<file path="src/hw/aux_pkg.sv">
// Constants and types shared by the auxiliary converter sequencer
package aux_pkg;

	// ****************************************************
	// Bus geometry
	// ****************************************************
	localparam int          AXI_AW            = 16;
	localparam int          AXI_DW            = 32;
	localparam logic [1:0]  RESP_OKAY         = 2'h0;
	localparam logic [1:0]  RESP_SLVERR       = 2'h2;

	// ****************************************************
	// Register offsets (byte addresses)
	// ****************************************************
	localparam logic [15:0] OFS_FILTER_MODE   = 16'he224;
	localparam logic [15:0] OFS_PIN_MODE      = 16'he228;
	localparam logic [15:0] OFS_RESULT_BASE   = 16'he230;

	// ****************************************************
	// Fields and reset values
	// ****************************************************
	localparam int          CH_NUM            = 4;
	localparam int          RES_W             = 10;
	localparam int          FILT_W            = RES_W + 2;
	localparam int          FMODE_W           = 2;
	localparam int          FMODE_CH0_LSB     = 6;
	localparam int          FMODE_FIELD_W     = 8;
	localparam int          PIN_MODE_W        = 4;
	localparam logic [7:0]  FILTER_MODE_RST   = 8'h00;
	localparam logic [15:0] PIN_MODE_RST      = 16'h0000;
	localparam logic [3:0]  PIN_MODE_CONV     = 4'hd;

	// ****************************************************
	// Pacing
	// ****************************************************
	localparam int          CONV_PERIOD       = 896;
	localparam int          REFRESH_PERIOD    = CONV_PERIOD * CH_NUM;
	localparam int          PACE_W            = 10;
	localparam logic [9:0]  PACE_LAST         = 10'(CONV_PERIOD - 1);

	typedef enum logic [1:0] {
		AUX_FM_BYPASS = 2'b00,
		AUX_FM_FILT   = 2'b01,
		AUX_FM_HYST1  = 2'b10,
		AUX_FM_HYST2  = 2'b11
	} aux_fmode_e;

	typedef enum logic [2:0] {
		AUX_SEL_NONE   = 3'b000,
		AUX_SEL_FILTER = 3'b001,
		AUX_SEL_PIN    = 3'b010,
		AUX_SEL_RESULT = 3'b011
	} aux_sel_e;

endpackage : aux_pkg

</file>
<file path="src/hw/aux_conv_seq.sv">
// Auxiliary converter sequencer, filter and AXI4-Lite register slave

// Functional notes
// - Each analog control input becomes a 10-bit result.
// - One converter is multiplexed across exactly four input channels.
// - A conversion starts every 896 core clock cycles.
// - Channels rotate so each one refreshes every 3584 cycles.
// - Filter mode register: ch0 bits 7:6 down to ch3 bits 1:0; 15:8 reserved.
// - Mode 00 bypass (default), 01 filtered, 10 1-bit, 11 2-bit hysteresis.
// - A pin reaches the converter only with its 4-bit mode 1101, pins 0-3.
// - Converter results never go into the digital pin value registers.
module aux_conv_seq (
	input  wire logic                       mclk,
	input  wire logic                       rst,
	input  wire logic [aux_pkg::AXI_AW-1:0] s_axi_awaddr,
	input  wire logic                       s_axi_awvalid,
	output logic                            s_axi_awready,
	input  wire logic [aux_pkg::AXI_DW-1:0] s_axi_wdata,
	input  wire logic [3:0]                 s_axi_wstrb,
	input  wire logic                       s_axi_wvalid,
	output logic                            s_axi_wready,
	output logic [1:0]                      s_axi_bresp,
	output logic                            s_axi_bvalid,
	input  wire logic                       s_axi_bready,
	input  wire logic [aux_pkg::AXI_AW-1:0] s_axi_araddr,
	input  wire logic                       s_axi_arvalid,
	output logic                            s_axi_arready,
	output logic [aux_pkg::AXI_DW-1:0]      s_axi_rdata,
	output logic [1:0]                      s_axi_rresp,
	output logic                            s_axi_rvalid,
	input  wire logic                       s_axi_rready,
	input  wire logic [aux_pkg::RES_W-1:0]  conv_data,
	output logic                            conv_start,
	output logic [1:0]                      conv_mux_sel,
	output logic [aux_pkg::CH_NUM-1:0]      conv_pin_connect
);
	import aux_pkg::*;

	// ****************************************************
	// Decode helpers
	// ****************************************************
	function automatic aux_sel_e reg_sel(input logic [AXI_AW-1:0] a);
		if (a == OFS_FILTER_MODE)
			return AUX_SEL_FILTER;
		else if (a == OFS_PIN_MODE)
			return AUX_SEL_PIN;
		else if (a[15:4] == OFS_RESULT_BASE[15:4] && a[1:0] == 2'h0)
			return AUX_SEL_RESULT;
		else
			return AUX_SEL_NONE;
	endfunction : reg_sel

	function automatic aux_fmode_e fmode_of(input logic [7:0] r, input logic [1:0] ch);
		return aux_fmode_e'(r[FMODE_CH0_LSB - 2*ch +: FMODE_W]);
	endfunction : fmode_of

	// ****************************************************
	// Register bus state
	// ****************************************************
	logic                  awready_r, awready_nxt, wready_r, wready_nxt;
	logic                  bvalid_r, bvalid_nxt, arready_r, arready_nxt, rvalid_r, rvalid_nxt;
	logic [1:0]            bresp_r, bresp_nxt, rresp_r, rresp_nxt;
	logic [AXI_DW-1:0]     rdata_r, rdata_nxt;
	logic                  aw_hold_r, aw_hold_nxt, w_hold_r, w_hold_nxt;
	logic [AXI_AW-1:0]     awaddr_r, awaddr_nxt;
	logic [AXI_DW-1:0]     wdata_r, wdata_nxt;
	logic [3:0]            wstrb_r, wstrb_nxt;
	logic [7:0]            fmode_r, fmode_nxt;
	logic [15:0]           pin_mode_r, pin_mode_nxt;
	logic                  aw_take, w_take, ar_take, have_aw, have_w, do_write;
	logic [AXI_AW-1:0]     wa;
	logic [AXI_DW-1:0]     wd;
	logic [3:0]            ws;

	assign aw_take  = s_axi_awvalid & awready_r;
	assign w_take   = s_axi_wvalid & wready_r;
	assign ar_take  = s_axi_arvalid & arready_r;
	assign have_aw  = aw_hold_r | aw_take;
	assign have_w   = w_hold_r | w_take;
	assign do_write = have_aw & have_w;
	assign wa       = aw_hold_r ? awaddr_r : s_axi_awaddr;
	assign wd       = w_hold_r ? wdata_r : s_axi_wdata;
	assign ws       = w_hold_r ? wstrb_r : s_axi_wstrb;

	// ****************************************************
	// Conversion state
	// ****************************************************
	logic [PACE_W-1:0]     pace_r, pace_nxt;
	logic [1:0]            chan_r, chan_nxt;
	logic                  start_r, start_nxt;
	logic [CH_NUM-1:0]     connect_r, connect_nxt;
	logic [FILT_W-1:0]     filt_r [CH_NUM];
	logic [FILT_W-1:0]     filt_nxt [CH_NUM];
	logic [RES_W-1:0]      held_r [CH_NUM];
	logic [RES_W-1:0]      held_nxt [CH_NUM];
	logic                  slot_end;
	aux_fmode_e            cur_mode;
	logic [13:0]           filt_sum;
	logic [RES_W-1:0]      filt_new, hdiff;

	assign slot_end = (pace_r == PACE_LAST);
	assign cur_mode = fmode_of(fmode_r, chan_r);

	always_comb begin
		awready_nxt  = awready_r;
		wready_nxt   = wready_r;
		aw_hold_nxt  = have_aw & ~do_write;
		w_hold_nxt   = have_w & ~do_write;
		awaddr_nxt   = aw_take ? s_axi_awaddr : awaddr_r;
		wdata_nxt    = w_take ? s_axi_wdata : wdata_r;
		wstrb_nxt    = w_take ? s_axi_wstrb : wstrb_r;
		bvalid_nxt   = do_write | (bvalid_r & ~s_axi_bready);
		bresp_nxt    = bresp_r;
		fmode_nxt    = fmode_r;
		pin_mode_nxt = pin_mode_r;
		if (do_write) begin
			bresp_nxt = RESP_OKAY;
			unique case (reg_sel(wa))
				AUX_SEL_FILTER: begin
					if (ws[0])
						fmode_nxt = wd[FMODE_FIELD_W-1:0];
				end
				AUX_SEL_PIN: begin
					if (ws[0])
						pin_mode_nxt[7:0] = wd[7:0];
					if (ws[1])
						pin_mode_nxt[15:8] = wd[15:8];
				end
				AUX_SEL_RESULT: bresp_nxt = RESP_OKAY;
				default: bresp_nxt = RESP_SLVERR;
			endcase
		end
		awready_nxt = ~aw_hold_nxt & ~bvalid_nxt;
		wready_nxt  = ~w_hold_nxt & ~bvalid_nxt;
		rvalid_nxt  = ar_take | (rvalid_r & ~s_axi_rready);
		arready_nxt = ~rvalid_nxt;
		rdata_nxt   = rdata_r;
		rresp_nxt   = rresp_r;
		if (ar_take) begin
			rdata_nxt = '0;
			rresp_nxt = RESP_OKAY;
			unique case (reg_sel(s_axi_araddr))
				AUX_SEL_FILTER: rdata_nxt[FMODE_FIELD_W-1:0] = fmode_r;
				AUX_SEL_PIN:    rdata_nxt[15:0] = pin_mode_r;
				AUX_SEL_RESULT: rdata_nxt[RES_W-1:0] = held_r[s_axi_araddr[3:2]];
				default:        rresp_nxt = RESP_SLVERR;
			endcase
		end
	end

	always_comb begin
		pace_nxt  = slot_end ? '0 : PACE_W'(pace_r + 10'h1);
		start_nxt = slot_end;
		chan_nxt  = slot_end ? 2'(chan_r + 2'h1) : chan_r;
		for (int i = 0; i < CH_NUM; i++) begin
			connect_nxt[i] = (pin_mode_r[i*PIN_MODE_W +: PIN_MODE_W] == PIN_MODE_CONV);
			filt_nxt[i]    = filt_r[i];
			held_nxt[i]    = held_r[i];
		end
		filt_sum = 14'(filt_r[chan_r]) * 14'h3 + 14'({conv_data, 2'h0});
		filt_new = filt_sum[13:4];
		hdiff    = (filt_new > held_r[chan_r]) ? 10'(filt_new - held_r[chan_r]) : 10'(held_r[chan_r] - filt_new);
		if (slot_end && connect_r[chan_r]) begin
			filt_nxt[chan_r] = filt_sum[13:2];
			unique case (cur_mode)
				AUX_FM_BYPASS: begin
					filt_nxt[chan_r] = {conv_data, 2'h0};
					held_nxt[chan_r] = conv_data;
				end
				AUX_FM_FILT: held_nxt[chan_r] = filt_new;
				AUX_FM_HYST1: begin
					if (hdiff > 10'h1)
						held_nxt[chan_r] = filt_new;
				end
				AUX_FM_HYST2: begin
					if (hdiff > 10'h2)
						held_nxt[chan_r] = filt_new;
				end
			endcase
		end
	end

	always_ff @(posedge mclk) begin
		if (rst) begin
			awready_r  <= 1'b0;
			wready_r   <= 1'b0;
			bvalid_r   <= 1'b0;
			bresp_r    <= RESP_OKAY;
			arready_r  <= 1'b0;
			rvalid_r   <= 1'b0;
			rresp_r    <= RESP_OKAY;
			rdata_r    <= '0;
			aw_hold_r  <= 1'b0;
			w_hold_r   <= 1'b0;
			awaddr_r   <= '0;
			wdata_r    <= '0;
			wstrb_r    <= '0;
			fmode_r    <= FILTER_MODE_RST;
			pin_mode_r <= PIN_MODE_RST;
			pace_r     <= '0;
			chan_r     <= '0;
			start_r    <= 1'b0;
			connect_r  <= '0;
			for (int i = 0; i < CH_NUM; i++) begin
				filt_r[i] <= '0;
				held_r[i] <= '0;
			end
		end else begin
			awready_r  <= awready_nxt;
			wready_r   <= wready_nxt;
			bvalid_r   <= bvalid_nxt;
			bresp_r    <= bresp_nxt;
			arready_r  <= arready_nxt;
			rvalid_r   <= rvalid_nxt;
			rresp_r    <= rresp_nxt;
			rdata_r    <= rdata_nxt;
			aw_hold_r  <= aw_hold_nxt;
			w_hold_r   <= w_hold_nxt;
			awaddr_r   <= awaddr_nxt;
			wdata_r    <= wdata_nxt;
			wstrb_r    <= wstrb_nxt;
			fmode_r    <= fmode_nxt;
			pin_mode_r <= pin_mode_nxt;
			pace_r     <= pace_nxt;
			chan_r     <= chan_nxt;
			start_r    <= start_nxt;
			connect_r  <= connect_nxt;
			filt_r     <= filt_nxt;
			held_r     <= held_nxt;
		end
	end

	assign s_axi_awready    = awready_r;
	assign s_axi_wready     = wready_r;
	assign s_axi_bvalid     = bvalid_r;
	assign s_axi_bresp      = bresp_r;
	assign s_axi_arready    = arready_r;
	assign s_axi_rvalid     = rvalid_r;
	assign s_axi_rresp      = rresp_r;
	assign s_axi_rdata      = rdata_r;
	assign conv_start       = start_r;
	assign conv_mux_sel     = chan_r;
	assign conv_pin_connect = connect_r;

	// ****************************************************
	// Checks
	// ****************************************************
	logic [11:0] gap_r;
	logic        seen_r;
	logic [1:0]  last_ch_r;
	logic [11:0] rot_r;

	always_ff @(posedge mclk) begin
		if (rst) begin
			gap_r     <= '0;
			seen_r    <= 1'b0;
			last_ch_r <= '0;
			rot_r     <= 12'hfff; // Channel 0 slot opens at release with no pulse
		end else begin
			gap_r     <= start_r ? 12'h0 : 12'(gap_r + 12'h1);
			seen_r    <= seen_r | start_r;
			last_ch_r <= start_r ? chan_r : last_ch_r;
			rot_r     <= (start_r && chan_r == 2'h0) ? 12'h0 : 12'(rot_r + 12'h1);
		end
	end
endmodule : aux_conv_seq

</file>
<file path="config.mk">
export PLATFORM = sky130hd
export DESIGN_NAME = aux_conv_seq
export DESIGN_NICKNAME = d
export VERILOG_FILES = /design/src/hw/aux_pkg.sv /design/src/hw/aux_conv_seq.sv
export SDC_FILE = /design/constraint.sdc
export NUM_CORES = 1
export LEC_CHECK = 0
export BUFFER_PORTS_ARGS = -buffer_cell sky130_fd_sc_hd__buf_2
export CORE_ASPECT_RATIO = 0.5
export CORE_MARGIN = 2
export CORE_UTILIZATION = 50
export CTS_BUF_LIST = sky130_fd_sc_hd__clkbuf_8
export CTS_CLUSTER_SIZE = 10
export DETAILED_ROUTE_END_ITERATION = 12
export GPL_TIMING_DRIVEN = 0
export PLACE_DENSITY = 0.75
export SETUP_SLACK_MARGIN = 0.2
export SKIP_CTS_REPAIR_TIMING = 1
export SLEW_MARGIN = 30
export SYNTH_ARGS = -nofsm -noshare
export SYNTH_HDL_FRONTEND = slang
export SYNTH_SLANG_ARGS = --single-unit
</file>
<file path="constraint.sdc">
create_clock -name mclk -period 9.2 [get_ports mclk]
set_input_delay 0 -clock mclk [delete_from_list [all_inputs] [get_ports mclk]]
set_output_delay 0 -clock mclk [all_outputs]
set_load 0.005 [all_outputs]
</file>
==> results_dict.tcl, run 1 <==
set metrics [dict create \
    ys_seq_area_share_pct 35.86 \
    slew_headroom_pct 38.16 \
    cts_buffer_depth 2 \
    p_int_uw 1160 \
    grt_max_degree 17 \
    violations "negative hold slack" \
    grt_first_pass_wirelength_mm 47.04 \
    synth.most_common_cell "dfxtp_1" \
    grt_pass1_vias 8887 \
    rows 37 \
    vias 9542 \
    slew_violations 0 \
    cts_tree "built" \
    hold_path.class "in2reg" \
    crit_type "reg2reg" \
    r2r_start "conv_mux_sel[0]" \
    leakage_uw 0.004636 \
    ir_drop_mv 0.08662 \
    clock-skew-final_ns 0.01195 \
    synth_cell_types 75 \
    antenna_found_initial 0 \
    clk_pin_slew_ns 0.10 \
    num_io_pins 133 \
    synthesis.area_um2 10500 \
    hold_viol 3 \
    avgSynthCellArea_um2 9.002 \
    p_switching_uw 412.7 \
    p_clk_share_pct 35.7 \
    status "finished with violations" \
    yosys.area.top_type "dfxtp_1" \
    combPwrFrac_pct 11.2 \
    rsz0062_at_grt "false" \
    cts.sink_count 188 \
    cts-root-buf "clkbuf_8" \
    synth_ff_type "dfxtp_1" \
    insertion_delay_ns 0.47 \
    die_y_um 106.5 \
    synth_commonest_cells "188 x dfxtp_1, 123 x nand2_1, 117 x nor2_1" \
    post-route-util_pct 59.11 \
    worst_pin_slew_ns 0.9179 \
    p_sw_share_pct 26.24 \
    ys.warnings.count 0 \
    syn2layout_area_growth_pct 15.76 \
    start_util_pct 51.07 \
    viasPerCell 5.886 \
    drive_gt1_share_pct 16.91 \
    n_antenna_cell 0 \
    nNetsFinal 1468 \
    min_to "awaddr_r[2]" \
    final_antenna_net_count 0 \
    cp_data_required_time_ns 9.58 \
    power_density_nw_per_um2 129.4 \
    place_congestion 0.9381 \
    critical_path.max_fanout 10 \
    setup_viol 0 \
    die_area_um2 22240 \
    grt-ovfl-total 0 \
    h-tree-depth 4 \
    crit_path_start_kind "flip-flop" \
    pwr-share-seq_pct 53.0 \
    drt_iter0_markers 960 \
    min_path_cells 4 \
    tns_ns 0 \
    netlist_instances 1166 \
    fmax_mhz 132.7 \
    wl_per_cell_um 18.58 \
    drc 0 \
    dp_hpwl_mm 22.62 \
    grtUsageTotal_pct 26.90 \
    synth.top_cell.area_share_pct 35.86 \
    synth_area_leaders "dfxtp_1 36%, mux4_2 7.5%, a211oi_1 6.6%" \
    hp-start "s_axi_awvalid" \
    port_buffers 96 \
    fin_crit_sh_pct 81.94 \
    routed_wl_mm 30.12 \
    rr_worst_depth 22 \
    maxCapViolations 0 \
    worstReg2RegEnd "held_r[1]" \
    cts_made_buffers 17 \
    stdcell_area_um2 12150 \
    cp.arrival_ns 7.92 \
    holdWs_ns -0.01113 \
    total_power_uw 1572 \
    postPlaceCellArea_um2 11380 \
    async_flop_share_pct 0 \
    core_um2 20550 \
    synth-seq-cells 188 \
    layout_min_cycle_time_ns 7.538 \
    critPathCaptureType "flip-flop" \
    die-width_um 208.9 \
    r2r_slack_ns 1.66 \
    synth_edf_count 0 \
    dr.pass1.iters 7 \
]
-- flip-flops by register name, indices dropped and copies added, names as in the netlist, 2 cells and up, named ones only --
name              cells
held_r               40
filt_r               34
awaddr_r             16
pin_mode_r           16
s_axi_rdata          16
wdata_r              16
pace_r               10
fmode_r               8
conv_pin_connect      4
conv_mux_sel          2
wstrb_r               2
-- power by group through the flow --
stage / sequential (uW) / combinational [uW] / clock (uW)
finish: 834 / 176 / 562
global route: 836 / 193 / 597
CTS: 834 / 161 / 564
detailed placement: 853 / 160 / 0
global placement: 852 / 157 / 0
floorplan: 851 / 105 / 0
-- worst max-delay path, cell delays in order, from the launching register on --
cell	delay, ns
dfxtp_1	0.39
buf_2	0.34
buf_1	0.68
mux4_2	0.65
fa_1	0.50
ha_1	0.32
a211oi_1	0.32
o21ai_0	0.22
a2111oi_0	0.70
o31ai_1	0.26
and2b_1	0.31
inv_1	0.06
ha_1	0.28
buf_1	0.19
a21o_1	0.22
a311oi_2	0.36
nor2_2	0.14
mux2i_4	0.22
xnor2_1	0.44
buf_6	0.21
buf_2	0.23
a211oi_1	0.12
a211oi_1	0.28
-- through the flow --
step           instances  setup WS (ns)
2_1_floorplan       1183          2.927
3_3_place_gp        1552          1.788
3_5_place_dp        1552          1.747
4_1_cts             1584          1.695
5_1_grt             1621          1.208
6_report            1621          1.662
-- logic make-up after synthesis --
kind of cell	share of synthesized area (%)
mux	12.71
compound gates	18.86
buf+inv	7.176
flops	35.86
other cells	0.03573
xor+xnor	2.158
simple gates	16.56
fa+ha+maj	6.652
-- worst max-delay path by stage --
stage	start	to	slack, ns	cells past startpoint
after floorplan	conv_mux_sel[0]	held_r[37]	2.93	21
after global routing	conv_mux_sel[0]	held_r[30]	1.21	22
final	conv_mux_sel[0]	held_r[1]	1.66	22
after detailed placement	conv_mux_sel[0]	held_r[26]	1.75	21
after CTS	conv_mux_sel[0]	held_r[30]	1.70	22
after global placement	conv_mux_sel[0]	held_r[26]	1.79	21
-- per-layer routing --
| metal | track usage, % | share of wire (%) | up-vias |
|---|---|---|---|
| met2 | 42.98 | 46 | 398 |
| met5 | 0 | 0 | - |
| met4 | 8.571 | 2.1 | 0 |
| met1 | 36.41 | 44 | 4577 |
| met3 | 5.997 | 8.1 | 56 |
| li1 | - | - | 4511 |
-- cell usage in the layout, fill, tap and decap left out, drive strengths merged, types with 7 or more instances in the layout --
cell / netlist / layout
nor2: 118 / 118
a311o: 9 / 9
nor4: 7 / 7
clkbuf: 48 / 69
xor2: 13 / 13
a222oi: 8 / 8
xnor2: 12 / 12
mux2i: 33 / 33
o21ai: 29 / 29
mux4: 35 / 35
and2: 11 / 11
o2111ai: 8 / 8
buf: 47 / 142
a31oi: 7 / 7
or3: 9 / 9
fa: 13 / 13
nor2b: 13 / 13
a211oi: 93 / 93
inv: 72 / 79
a21o: 8 / 8
a2111oi: 7 / 7
a21oi: 79 / 79
nand3: 18 / 18
dfxtp: 188 / 188
mux2: 18 / 18
and4: 12 / 12
dlygate4sd3: 0 / 37
ha: 35 / 35
conb: 1 / 18
nor3: 15 / 15
nand2: 123 / 123
-- area by class of cell --
class	count	area, um2
Clock buffer	20	275.3
Inverter	72	270.3
Tap cell	273	341.6
Multi-Input combinational cell	828	6043
Timing Repair Buffer	133	850.8
Fill cell	1766	8404
Clock inverter	12	121.4
Buffer	95	484.2
Sequential cell	188	3764
Power figures use the tool's default switching activity.
==> run 2, diff against run 1 <==
- clock period: 9.2 -> 7.04 ns (I/O delays scaled with it)
==> run 2 against run 1 <==
  * The run still ends with negative hold slack left
  * Clock skew hardly changed
  * Routed wire length is 0.42% higher
  * Non-clock buffer count stayed put
  * Via count grew 1.2%
  * Largest cell class unchanged
  * Highest routed layer unchanged
==> results_dict.tcl, run 2 (synthesis gave the netlist of run 1 again) <==
set metrics [dict create \
    cts.sink_count 188 \
    clock-skew-final_ns 0.01156 \
    layout_common_cells "188 x dfxtp_1, 123 x nand2_1, 117 x nor2_1" \
    dp_slack_ns -0.4127 \
    wl_per_cell_um 18.66 \
    holdWs_ns -0.009737 \
    p_sw_share_pct 26.29 \
    drt_iter0_markers 981 \
    cp.arrival_ns 6.97 \
    p_switching_uw 540.6 \
    stdcell_area_um2 12230 \
    start_util_pct 51.07 \
    insertion_delay_ns 0.47 \
    core_um2 20550 \
    n_antenna_cell 0 \
    hold_viol 3 \
    crit_path_start_kind "flip-flop" \
    h-tree-depth 4 \
    die-width_um 208.9 \
    cts_buffer_depth 2 \
    grt_max_degree 17 \
    worst_slack_ns 0.4499 \
    nNetsFinal 1468 \
    tns_ns 0 \
    cts_made_buffers 17 \
    final_common_cell "dfxtp_1" \
    grt_pass1_vias 8887 \
    fmax_mhz 151.7 \
    port_buffers 96 \
    num_io_pins 133 \
    rsz0062_at_grt "true" \
    rows 37 \
    combPwrFrac_pct 11.3 \
    regMostFlops "held_r" \
    violations "negative hold slack" \
    p_clk_share_pct 35.7 \
    crit_type "reg2reg" \
    critPathCaptureType "flip-flop" \
    maxCapViolations 0 \
    viasPerCell 5.959 \
    routed_wl_mm 30.25 \
    total_power_uw 2057 \
    die_y_um 106.5 \
    drc 0 \
    largest_register_ffs 40 \
    syn2layout_area_growth_pct 16.47 \
    min_path_cells 4 \
    rr_worst_depth 20 \
    drive_gt1_share_pct 17.66 \
    layout_min_cycle_time_ns 6.590 \
    postPlaceCellArea_um2 11380 \
    reg.largest.list "held_r x40, filt_r x34" \
    clk_pin_slew_ns 0.10 \
    fin_crit_sh_pct 93.61 \
    grtUsageTotal_pct 26.90 \
    p_int_uw 1516 \
    dr.pass1.iters 6 \
    pwr-share-seq_pct 53.0 \
    final_antenna_net_count 0 \
    worst_pin_slew_ns 0.9090 \
    leakage_uw 0.004647 \
    antenna_found_initial 0 \
    grt-ovfl-total 0 \
    cts-root-buf "clkbuf_8" \
    power_density_nw_per_um2 168.2 \
    grt_first_pass_wirelength_mm 47.04 \
    vias 9660 \
    setup_viol 0 \
    cts_tree "built" \
    slew_headroom_pct 38.76 \
    die_area_um2 22240 \
    hold_path.class "in2reg" \
    place_congestion 0.9381 \
    ir_drop_mv 0.1159 \
    status "finished with violations" \
    cp_data_required_time_ns 7.42 \
    slew_violations 0 \
    critical_path.max_fanout 10 \
    dp_hpwl_mm 22.62 \
]
## run 2: cell types whose count changed in the layout (fill, tap and decap cells not counted), sizes merged
cell	before	now
clkbuf	69	71
buf	142	140
## run 2: power by group through the flow
| stage | clock [uW] | combinational, uW | sequential, uW |
|---|---|---|---|
| global placement | 0 | 206 | 1110 |
| global route | 780 | 254 | 1090 |
| finish | 734 | 233 | 1090 |
| CTS | 738 | 211 | 1090 |
| detailed placement | 0 | 209 | 1110 |
| floorplan | 0 | 137 | 1110 |
## run 2: path summary, 6_finish.rpt
path	startpoint	to	slack, ns
worst min-delay path	s_axi_awvalid	awaddr_r[2]	-0.01
worst min register to register	filt_r[23]	filt_r[23]	0.46
worst max-delay path	conv_mux_sel[1]	held_r[30]	0.45
worst max register to register	conv_mux_sel[1]	held_r[30]	0.45
## run 2: worst max-delay path: stages (launching register included)
cell and delay (ns):
dfxtp_1 0.39, clkbuf_4 0.29, clkbuf_2 0.33, mux4_2 0.41
fa_1 0.51, ha_1 0.32, a211oi_1 0.33, o21ai_0 0.26
a2111oi_2 0.45, o31ai_1 0.21, and2b_1 0.29, inv_1 0.06
ha_1 0.27, buf_1 0.27, a21o_1 0.20, a311oi_2 0.13
nor2_2 0.32, mux2i_4 0.35, xor2_2 0.42, o21ai_1 0.32
a211oi_1 0.36
## run 2: stage by stage
stage               cells  util, %
floorplan            1183        -
global placement     1552    55.38
detailed placement   1552    55.38
CTS                  1584    57.30
global route         1621    59.48
finish               1621    59.48
## run 2: per-layer routing
layer  GRT usage (%)  vias up  routed length, um
li1                -     4514                  -
met2           42.98      438              13870
met3           5.997       63               2507
met1           36.41     4645              13180
met5               0        -                  0
met4           8.571        0                690
## run 2: cell type report
type	instances	area (um2)
tap	273	341.6
timing repair buffer	133	850.8
multi-input combinational	828	6097
inverter	72	270.3
clock inverter	12	121.4
sequential	188	3764
buffer	95	505.5
fill	1759	8329
clock buffer	20	275.3
